### src/core/pct_pkg.sv
// constants for the pressure-change threshold register bank
package pct_pkg;

	// ****************************************
	// register map
	// ****************************************
	localparam logic [7:0] OFS_BASE = 8'h58;
	localparam logic [7:0] OFS_DEB  = 8'h58;
	localparam logic [7:0] OFS_FIXH = 8'h59;
	localparam logic [7:0] OFS_FIXL = 8'h5a;
	localparam logic [7:0] OFS_MIN  = 8'h5b;
	localparam logic [7:0] OFS_RELH = 8'h5c;
	localparam logic [7:0] OFS_RELL = 8'h5d;
	localparam logic [7:0] OFS_SLPH = 8'h5e;
	localparam logic [7:0] OFS_SLPL = 8'h5f;
	localparam int         NUM_REGS = 8;

	// ****************************************
	// reset values
	// ****************************************
	localparam logic [7:0] RST_DEB  = 8'h05;
	localparam logic [7:0] RST_FIXH = 8'h03;
	localparam logic [7:0] RST_FIXL = 8'h20;
	localparam logic [7:0] RST_MIN  = 8'h03;
	localparam logic [7:0] RST_RELH = 8'h00;
	localparam logic [7:0] RST_RELL = 8'h32;
	localparam logic [7:0] RST_SLPH = 8'h00;
	localparam logic [7:0] RST_SLPL = 8'h40;

	// ****************************************
	// field values and scaling
	// ****************************************
	localparam logic [7:0] DEB_BAD   = 8'hff;
	localparam logic [7:0] DEB_MAX   = 8'hfe;
	localparam int         SLOPE_SHL = 7;
	localparam logic [7:0] RUN_MAX   = 8'hfe;

endpackage : pct_pkg

### src/core/pct_deb_if.sv
// debounce counter hookup between the checks and their counters
`timescale 1ns/100ps
interface pct_deb_if;
	logic       sample;
	logic       qual;
	logic [7:0] limit;
	logic       reached;

	modport core (output sample, output qual, output limit, input reached);
	modport deb  (input sample, input qual, input limit, output reached);
endinterface : pct_deb_if

### src/core/pct_debounce.sv
// consecutive-sample debounce counter for one pressure-change check
`timescale 1ns/100ps
module pct_debounce (
	input  wire logic clk,
	input  wire logic nrst,
	pct_deb_if.deb    d
);

	logic [7:0] cnt_q;
	logic [8:0] cnt_inc;

	// count including the sample now arriving
	assign cnt_inc = {1'b0, cnt_q} + 9'h001;

	// ****************************************
	// consecutive qualifying samples
	// ****************************************
	// restart on any miss
	always_ff @(posedge clk or negedge nrst) begin
		if (!nrst) begin
			cnt_q <= 8'h00;
		end else if (d.sample) begin
			if (!d.qual)
				cnt_q <= 8'h00;
			else if (cnt_q != 8'hff)
				cnt_q <= cnt_inc[7:0];
		end
	end

	assign d.reached = d.sample && d.qual && (cnt_inc >= {1'b0, d.limit});
endmodule : pct_debounce

### src/core/pct_threshold_regs.sv
// pressure-change threshold registers and the three wake-up checks
//
// What this block does
// - The debounce count limit is the least run of qualifying samples before the fixed-level or relative-rise check fires.
// - A debounce count limit of 255 left by the host becomes 254 when transfers complete.
// - The debounce count limit is a read/write byte at 0x58 resetting to 0x05.
// - With its enable set, the fixed-level flag rises when pressure stays above the limit.
// - The fixed level limit is bytes 0x59 (high, 0x03) and 0x5a (low, 0x20), read/write.
// - Pressure counts as rising only when a sample beats the last by the minimum step.
// - The minimum rise step is a read/write byte at 0x5b resetting to 0x03.
// - With its enable set, the relative-rise flag rises when the rise stays above its limit.
// - The relative rise limit is bytes 0x5c (high, 0x00) and 0x5d (low, 0x32), read/write.
// - The rise-rate limit is bytes 0x5e (high, 0x00) and 0x5f (low, 0x40), read/write.
// - With its enable set, the slope flag rises when the computed slope beats the limit.
// - The slope is the rise times 128 over one plus the rising sampling periods.
`timescale 1ns/100ps
module pct_threshold_regs (
	input  wire logic        clk,
	input  wire logic        nrst,
	input  wire logic [7:0]  reg_addr,
	input  wire logic        reg_wr,
	input  wire logic [7:0]  reg_wdata,
	input  wire logic        reg_rd,
	output logic      [7:0]  reg_rdata,
	input  wire logic        xfer_done,
	input  wire logic        smp_valid,
	input  wire logic [15:0] smp_pressure,
	input  wire logic        fixed_level_check_enable,
	input  wire logic        relative_rise_check_enable,
	input  wire logic        slope_check_enable,
	input  wire logic        flag_clear,
	output logic             fixed_level_flag,
	output logic             relative_rise_flag,
	output logic             slope_flag
);

	// ****************************************
	// helper functions
	// ****************************************

	// true when the address falls inside this bank
	function automatic logic in_bank(input logic [7:0] a);
		in_bank = (a >= pct_pkg::OFS_BASE) &&
			(a < pct_pkg::OFS_BASE + 8'(pct_pkg::NUM_REGS));
	endfunction : in_bank

	// register index for an address inside the bank
	function automatic logic [2:0] reg_idx(input logic [7:0] a);
		logic [7:0] off;
		off = a - pct_pkg::OFS_BASE;
		reg_idx = off[2:0];
	endfunction : reg_idx

	// rise of a over b, zero when not above
	function automatic logic [15:0] rise_of(input logic [15:0] a,
		input logic [15:0] b);
		rise_of = (a > b) ? (a - b) : 16'h0000;
	endfunction : rise_of

	// ****************************************
	// register storage
	// ****************************************
	logic [7:0] regs_q [pct_pkg::NUM_REGS];
	logic [7:0] rdata_q;
	logic       wr_hit;
	logic [2:0] wr_idx;

	// reset image, in index order
	localparam logic [7:0] RST_IMG [pct_pkg::NUM_REGS] = '{
		pct_pkg::RST_DEB,  pct_pkg::RST_FIXH,
		pct_pkg::RST_FIXL, pct_pkg::RST_MIN,
		pct_pkg::RST_RELH, pct_pkg::RST_RELL,
		pct_pkg::RST_SLPH, pct_pkg::RST_SLPL
	};

	localparam logic [2:0] IDX_DEB  = 3'h0;
	localparam logic [2:0] IDX_FIXH = 3'h1;
	localparam logic [2:0] IDX_FIXL = 3'h2;
	localparam logic [2:0] IDX_MIN  = 3'h3;
	localparam logic [2:0] IDX_RELH = 3'h4;
	localparam logic [2:0] IDX_RELL = 3'h5;
	localparam logic [2:0] IDX_SLPH = 3'h6;
	localparam logic [2:0] IDX_SLPL = 3'h7;

	// write decode
	assign wr_hit = reg_wr && in_bank(reg_addr);
	assign wr_idx = reg_idx(reg_addr);

	// ****************************************
	// host writes and debounce clamp
	// ****************************************
	// bank writes, reset image
	always_ff @(posedge clk or negedge nrst) begin
		if (!nrst) begin
			regs_q <= RST_IMG;
		end else if (wr_hit) begin
			regs_q[wr_idx] <= reg_wdata;
		end else if (xfer_done && regs_q[IDX_DEB] == pct_pkg::DEB_BAD) begin
			regs_q[IDX_DEB] <= pct_pkg::DEB_MAX;
		end
	end

	// ****************************************
	// host reads
	// ****************************************
	// read data held until next read; unmapped reads zero
	always_ff @(posedge clk or negedge nrst) begin
		if (!nrst) begin
			rdata_q <= 8'h00;
		end else if (reg_rd) begin
			rdata_q <= in_bank(reg_addr) ? regs_q[reg_idx(reg_addr)] : 8'h00;
		end
	end

	assign reg_rdata = rdata_q;

	// ****************************************
	// assembled limits
	// ****************************************
	logic [7:0]  deb_limit;
	logic [15:0] fix_limit;
	logic [7:0]  min_step;
	logic [15:0] rel_limit;
	logic [15:0] slp_limit;

	assign fix_limit = {regs_q[IDX_FIXH], regs_q[IDX_FIXL]};
	assign rel_limit = {regs_q[IDX_RELH], regs_q[IDX_RELL]};
	assign slp_limit = {regs_q[IDX_SLPH], regs_q[IDX_SLPL]};
	assign min_step  = regs_q[IDX_MIN];
	assign deb_limit = regs_q[IDX_DEB];

	// ****************************************
	// rise tracking
	// ****************************************
	logic [15:0] prev_q;
	logic        have_prev_q;
	logic [15:0] base_q;
	logic [7:0]  run_q;
	logic [15:0] step;
	logic        inc;
	logic [15:0] rise_now;

	// step over the previous sample
	assign step = rise_of(smp_pressure, prev_q);

	// rising only by the minimum step
	assign inc = have_prev_q && (smp_pressure > prev_q) && (step >= {8'h00, min_step});

	// total rise since the run began
	assign rise_now = rise_of(smp_pressure, base_q);

	// previous sample, kept for the next comparison
	always_ff @(posedge clk or negedge nrst) begin
		if (!nrst) begin
			prev_q      <= 16'h0000;
			have_prev_q <= 1'b0;
		end else if (smp_valid) begin
			prev_q      <= smp_pressure;
			have_prev_q <= 1'b1;
		end
	end

	// run start and length; a non-rising sample starts afresh
	always_ff @(posedge clk or negedge nrst) begin
		if (!nrst) begin
			base_q <= 16'h0000;
			run_q  <= 8'h00;
		end else if (smp_valid) begin
			if (!inc) begin
				base_q <= smp_pressure;
				run_q  <= 8'h00;
			end else if (run_q != pct_pkg::RUN_MAX) begin
				run_q <= run_q + 8'h01;
			end
		end
	end

	// ****************************************
	// slope
	// ****************************************
	logic [22:0] slope_num;
	logic [8:0]  slope_den;
	logic [22:0] slope_val;

	// rise x 128 over periods + 1
	assign slope_num = {rise_now, 7'h00};
	assign slope_den = {1'b0, run_q} + 9'h002;
	assign slope_val = slope_num / {14'h0000, slope_den};

	// ****************************************
	// debounced checks
	// ****************************************
	pct_deb_if fix_if ();
	pct_deb_if rel_if ();

	assign fix_if.sample = smp_valid;
	assign fix_if.qual   = fixed_level_check_enable && (smp_pressure > fix_limit);
	assign fix_if.limit  = deb_limit;

	assign rel_if.sample = smp_valid;
	assign rel_if.qual   = relative_rise_check_enable && inc && (rise_now > rel_limit);
	assign rel_if.limit  = deb_limit;

	pct_debounce u_fix_deb (
		.clk  (clk),
		.nrst (nrst),
		.d    (fix_if.deb)
	);

	pct_debounce u_rel_deb (
		.clk  (clk),
		.nrst (nrst),
		.d    (rel_if.deb)
	);

	// ****************************************
	// status flags
	// ****************************************
	logic fix_flag_q;
	logic rel_flag_q;
	logic slp_flag_q;
	logic slp_hit;

	assign slp_hit = smp_valid && slope_check_enable && inc &&
		(slope_val > {7'h00, slp_limit});

	// sticky flags; a new event wins over a clear
	always_ff @(posedge clk or negedge nrst) begin
		if (!nrst) begin
			fix_flag_q <= 1'b0;
			rel_flag_q <= 1'b0;
			slp_flag_q <= 1'b0;
		end else begin
			fix_flag_q <= fix_if.reached || (fix_flag_q && !flag_clear);
			rel_flag_q <= rel_if.reached || (rel_flag_q && !flag_clear);
			slp_flag_q <= slp_hit || (slp_flag_q && !flag_clear);
		end
	end

	assign fixed_level_flag   = fix_flag_q;
	assign relative_rise_flag = rel_flag_q;
	assign slope_flag         = slp_flag_q;
endmodule : pct_threshold_regs

### config.mk
export PLATFORM = sky130hd
export DESIGN_NAME = pct_threshold_regs
export DESIGN_NICKNAME = d
export VERILOG_FILES = /design/src/core/pct_pkg.sv /design/src/core/pct_deb_if.sv /design/src/core/pct_debounce.sv /design/src/core/pct_threshold_regs.sv
export SDC_FILE = /design/constraint.sdc
export NUM_CORES = 1
export LEC_CHECK = 0
export BUFFER_PORTS_ARGS = -buffer_cell sky130_fd_sc_hd__buf_4
export CORE_MARGIN = 2
export CORE_UTILIZATION = 60
export CTS_BUF_LIST = sky130_fd_sc_hd__clkbuf_8
export DETAILED_ROUTE_END_ITERATION = 8
export GPL_TIMING_DRIVEN = 1
export PLACE_DENSITY_LB_ADDON = 0.1
export SLEW_MARGIN = 30
export SYNTH_ARGS = -nofsm -noshare
export SYNTH_HDL_FRONTEND = slang
export SYNTH_SLANG_ARGS = --single-unit
### constraint.sdc
create_clock -name clk -period 57.7 [get_ports clk]
set_input_delay 2.885 -clock clk [delete_from_list [all_inputs] [get_ports clk]]
set_output_delay 2.885 -clock clk [all_outputs]
set_load 0.02 [all_outputs]
After elaboration in Yosys (flattened, before gate mapping)
Cells that the tools add are included.
{"block": "word_totals", "ff_bits": 132, "latch_bits": 0, "ram_bits": 0, "rom_bits": 0, "in_bits": 42, "output_inout_bits": 11, "wordCells": 92, "memories": 0}
{"block": "op_classes", "addsub": 7, "multipliers": 0, "n_div": 1, "n_lt_le_gt_ge": 12, "eq_ne": 7, "shifts": 0, "n_mux": 17, "bitwise_logic": 2, "n_reduce_logical": 28}
{"op": "2-to-1 mux 8 bit", "n": 12}
{"op": "bitwise mux 64 bit", "n": 1}
{"op": "greater-than comparator 16 bit", "n": 4}
{"op": "2-to-1 mux 16 bit", "n": 2}
{"op": "subtractor 16 bit", "n": 2}
{"op": "binary-select mux 8 bit (select 3 bit)", "n": 1}
{"op": "demux 8 bit (select 3 bit)", "n": 1}
{"op": "inequality test 8 bit (second input constant)", "n": 3}
{"op": "divider 23 x 9 -> 23 bit", "n": 1}
{"op": "greater-than comparator 23 x 16 -> 1 bit", "n": 1}
{"op": "logical AND 1 bit", "n": 19}
{"op": "adder 8 x 1 -> 9 bit (second input constant)", "n": 2}
{"op": ">= comparator 9 x 8 -> 1 bit", "n": 2}
{"op": ">= comparator 16 x 8 -> 1 bit", "n": 1}
{"op": "adder 8 x 2 -> 9 bit (second input constant)", "n": 1}
{"op": "adder 8 x 1 -> 8 bit (second input constant)", "n": 1}
{"op": "equality test 8 bit (second input constant)", "n": 1}
{"op": ">= comparator 8 x 7 -> 1 bit (second input constant)", "n": 1}
{"op": "less-than comparator 8 x 7 -> 1 bit (second input constant)", "n": 1}
{"op": "AND reduction 2 bit", "n": 4}
{"op": ">= comparator 4 bit (second input constant)", "n": 1}
{"op": "less-than comparator 4 x 1 -> 1 bit (second input constant)", "n": 1}
{"op": "inequality test 2 bit (second input constant)", "n": 2}
{"op": "inverter 3 -> 4 bit", "n": 1}
{"op": "6 further kinds", "n": 8}

Logic depth before layout (Yosys ltp)
{"block": "logic_depth", "depth_word": 9, "depth_mapped": 325, "depth_no_buf": 305}

Modules after synthesis
From an unflattened synthesis, not the netlist that was laid out.
{"block": "hier_totals", "cells_unflattened": 2767, "area_unflattened_um2": 21277.9}
{"module": "pct_threshold_regs", "n_inst": 1, "cells_per_inst": 2595, "area_each_um2": 19874.1, "seq_area_each_um2": 2916.5}
{"module": "pct_debounce", "n_inst": 2, "cells_per_inst": 86, "area_each_um2": 701.9, "seq_area_each_um2": 200.2}

Worst setup path after synthesis
OpenSTA, ideal clock, no wires.
{"block": "synth_timing", "path_type": "input -> register", "from": "in smp_pressure[0]", "to": "reg slp_flag_q, in the netlist slope_flag", "setup_time_ns": 0.168, "arrival_ns": 58.211, "t_required_ns": 57.532, "setup_slack_ns": -0.679, "stages": 311, "n_path_buf": 21, "path_cell_list": "inv_1 > ha_1 > fa_1 > nand2b_1 > a21oi_1 > a221oi_4 > a21bo_2 > a31o_1 > a21oi_1 > ha_1 > nand2_1 > nor2_1 > and3_1 > o21ai_0 > nand2_1 > o21a_1 > ha_1 > o21a_1 > [275 not listed] > nor2b_1 > o21a_1 > o21ai_0 > nand2b_1 > a21oi_1 > nor2b_1 > o21ai_0 > nand2b_1 > a21oi_1 > nor2b_1 > o21ai_0 > nand2b_1 > a21oi_1 > o21ai_0 > a21oi_1 > o21ai_0 > nand3_1 > o22ai_1"}
{"block": "synth_between", "elab_chain_len": 7, "word_cells_on_any_way": 14, "cone_classes": "add/sub (2); div (1); order compare (4); mux (2); reduce/logical (5)"}
{"element": "start, declared", "line_no": "pct_threshold_regs.sv:27", "rtl": "input wire logic [15:0] smp_pressure,"}
{"element": "branches (longest 5 deep; another with divider 23 x 9 -> 23 bit)"}
{"element": "logical AND 1 bit (*)", "line_no": "pct_threshold_regs.sv:224", "rtl": "assign slp_hit = smp_valid && slope_check_enable && inc &&"}
{"element": "logical OR 1 bit (*)", "line_no": "pct_threshold_regs.sv:236", "rtl": "slp_flag_q <= slp_hit || (slp_flag_q && !flag_clear);"}
{"element": "end signal, assigned", "line_no": "pct_threshold_regs.sv:236"}
{"element": "end, declared", "line_no": "pct_threshold_regs.sv:221", "rtl": "logic slp_flag_q;"}
Mark *: on every way between the ends.
A chain may end at the register's enable or synchronous reset.

Worst setup path in the final report
Ends and elaborated chain as after synthesis.

==> summary.txt <==
Routing
  • DRC viols: 0
  • Wire length on met2: 32000 µm
  • DR vias/cell: 6.50
  • Vias: 21600
  • Antenna Nets Post-Route: 0
  • Avg WL per Cell: 20.2 µm
  • WL met3: 4060 µm
  • DRT Wirelength: 67100 µm
  • DRT Pass-1 Iters: 6
  • Initial DRC count: 1593
  • DRT met1 WL: 28800 µm
  • Top sig layer: met5

Die
  • Height of the chip: 193 µm
  • Die span in x: 193 µm
  • Area of the die: 0.0371 mm²
  • Row cnt: 69
  • # IOs: 53
  • Core box area: 0.0353 mm²
  • Starting Density: 0.605

Clock tree
  • CTS buffer count: 17
  • Clk slew on worst S/H paths: 0.08 ns
  • Clk Latency, worst-skew pair: 0.46 ns
  • CTS tree: yes
  • CTS root buffer: clkbuf_8
  • H-tree depth: 4
  • Clock sink count: 132
  • CTS Buffer Depth: 2

Synthesis
  • Post-Syn Area: 0.0213 mm²
  • EDFF count, synth: 0
  • Synthesis Warnings: 0
  • Syn Inst Count: 2708
  • Register area share after synthesis: 0.155
  • Share of the synthesized area in compound gates (AO/OA/AOI/OAI): 0.267
  • Main synth FF type: dfrtp_1
  • Syn_nets: 3031
  • Mux contribution to synthesized area: 0.0842
  • Fraction of registers with async set or reset after synthesis: 1.00
  • Top cell type's share of synthesized area: 0.163
  • Adder-Cell Fraction of Synth Area: 0.166
  • Yosys reg bits: 132
  • Mean Syn Cell Area: 7.88 µm²
  • Synth cell types: 122
  • Largest family of logic cells by synthesized area: compound AO/OA/AOI/OAI gates
  • Yosys top cell by area: ha_1
  • Synth Area in XOR/XNOR: 0.0609
  • Simple-gate area share of the yosys netlist: 0.222
  • Synth area leaders: ha_1 (16%), dfrtp_1 (14%), mux2_2 (4.6%)

Job
  • Max-cap viol count: 0

Finish
  • Diodes inserted: 0
  • Fill cell count: 3004
  • Nets@finish: 3166
  • Layout cells sized above 1: 0.185
  • Layout Utilization: 0.682
  • Most frequent cells in the layout: ha_1 (272), nand2_1 (225), nor2_1 (192)
  • Commonest non-fill, non-tap cell in the layout: ha_1
  • Synth-to-Final Area Change: 12.7%

GRT
  • Global-route wire length before repair: 105000 µm
  • GR Overflow Total: 0
  • Initial antenna violation count: 1
  • Largest net degree at the start of global routing: 68
  • Number of global-route vias before repair: 20400
  • Overall Global Routing Usage: 0.354

Worst setup path
  • Crit. End Element: flip-flop
  • Slowest stage delay, CP: 0.45 ns
  • Startpoint types: input pin
  • Crit-path max FO: 21
  • Slowest cell on crit path: o31ai_1
  • Most frequent CP cell: o21a_1
  • CP Data Arrival Time: 54.80 ns
  • Critical path type: in -> reg
  • WP data required: 58.01 ns

Placement
  • GPL Wtd Cong: 0.969
  • PortBufs: 52
  • Post-DP HPWL: 52400 µm

Outcome
  • Status: completed

Timing
  • Clock Skew: 0.0140 ns
  • Worst Tran Pin Value: 0.984 ns
  • Max Slew Vio Count: 0
  • Post-layout min period: 54.49 ns
  • Count of final setup violators: 0
  • Period utilization: 0.944
  • Max-slew headroom: 0.337
  • Final Hold Fails: 0
  • Max Fclk: 0.0184 GHz

Hold path
  • Hold Crit Class: reg -> reg
-- kinds of logic after synthesis --
| group | count (synthesis) |
|---|---|
| AOI/OAI and AO/OA | 832 |
| xor gates and xnor gates | 145 |
| adders and majority gates | 282 |
| buffers and inverters | 237 |
| DFF | 132 |
| muxes | 147 |
| and+or+nand+nor | 933 |
-- worst max-delay path: cells and delay by family --
family	cells	cell delay, ns
compound gates	160	28.01
fa+ha+maj	26	7.63
mux	8	2.24
buf+inv	22	2.44
simple gates	85	11.48
-- layout make-up --
type                    instances  area, µm²  area share
flip-flops and latches        132       3320       0.138
repair buffers                188       1430      0.0595
well taps                     461        577      0.0240
clock buffers                  19        262      0.0109
clock inverters                13        206     0.00858
multi-input cells            2340      17700       0.733
inverters                     164        622      0.0258
-- metal layers --
metal | up-vias | track usage
li1 | 10300 | -
met1 | 10300 | 0.452
met2 | 769 | 0.614
met3 | 161 | 0.0431
met4 | 2 | 0.123
met5 | - | 0
-- cells in the mapped netlist, types with 11 or more instances --
master / instances
a211o_1: 11
a211oi_1: 31
a21o_1: 95
a21oi_1: 184
a31oi_1: 19
and2_1: 33
and3_1: 38
buf_1: 11
buf_2: 16
clkbuf_1: 37
dfrtp_1: 121
dfstp_2: 11
ha_1: 278
inv_1: 157
mux2_2: 88
mux2i_1: 31
mux4_2: 14
nand2_1: 227
nand2b_1: 59
nand3_1: 74
nand4_1: 51
nor2_1: 210
nor2b_1: 35
nor3_1: 97
o211ai_1: 26
o21a_1: 74
o21ai_0: 168
o21ai_1: 17
o22ai_1: 25
o31ai_1: 26
or3_1: 15
xnor2_1: 83
xor2_1: 58
-- sequential cells by signal, indices dropped and copies added, names as in the netlist --
signal	cells
regs_q	32
base_q	16
fix_limit	16
prev_q	16
deb_limit	8
min_step	8
reg_rdata	8
run_q	8
u_fix_deb.cnt_q	8
u_rel_deb.cnt_q	8
fixed_level_flag	1
have_prev_q	1
relative_rise_flag	1
slope_flag	1
-- worst paths after layout --
| path | startpoint | to | slack, ns | cells after the start |
|---|---|---|---|---|
| worst max-delay path | smp_pressure[0] | slope_flag | 3.21 | 301 |
| worst min-delay path | regs_q[8] | regs_q[8] | 0.49 | 2 |
| worst max register to register | base_q[0] | slope_flag | 5.41 | 299 |
| worst min register to register | regs_q[8] | regs_q[8] | 0.49 | 2 |
| max in group asynchronous | nrst | regs_q[2] | 54.03 | 2 |
| min in group asynchronous | nrst | prev_q[14] | 2.39 | 1 |
-- per-stage QoR --
stage	cell area, µm²	hold WS, ns	setup TNS (ns)	setup WS [ns]	cells
6_report	24100	0.494	0	3.21	3317
5_1_grt	24100	0.518	-0.476	-0.476	3317
4_1_cts	23200	0.492	0	0.0509	3263
3_5_place_dp	22700	0.476	-1.42	-1.42	3230
3_3_place_gp	22700	0.466	0	0.549	3230
2_1_floorplan	21400	0.439	0	0.0212	2708
-- timing repair --
action	in CTS	in global routing
hold buffers	0	0
endpoints found under the hold margin	0	0
pin swaps	2	37
setup endpoints to repair	1	1
buffers inserted	1	53
gates resized for setup	9	117
cloned	0	1
Power is left out: the tool's default activity adds up to more than one toggle a clock period on the data nets, which glitch-free logic cannot reach.
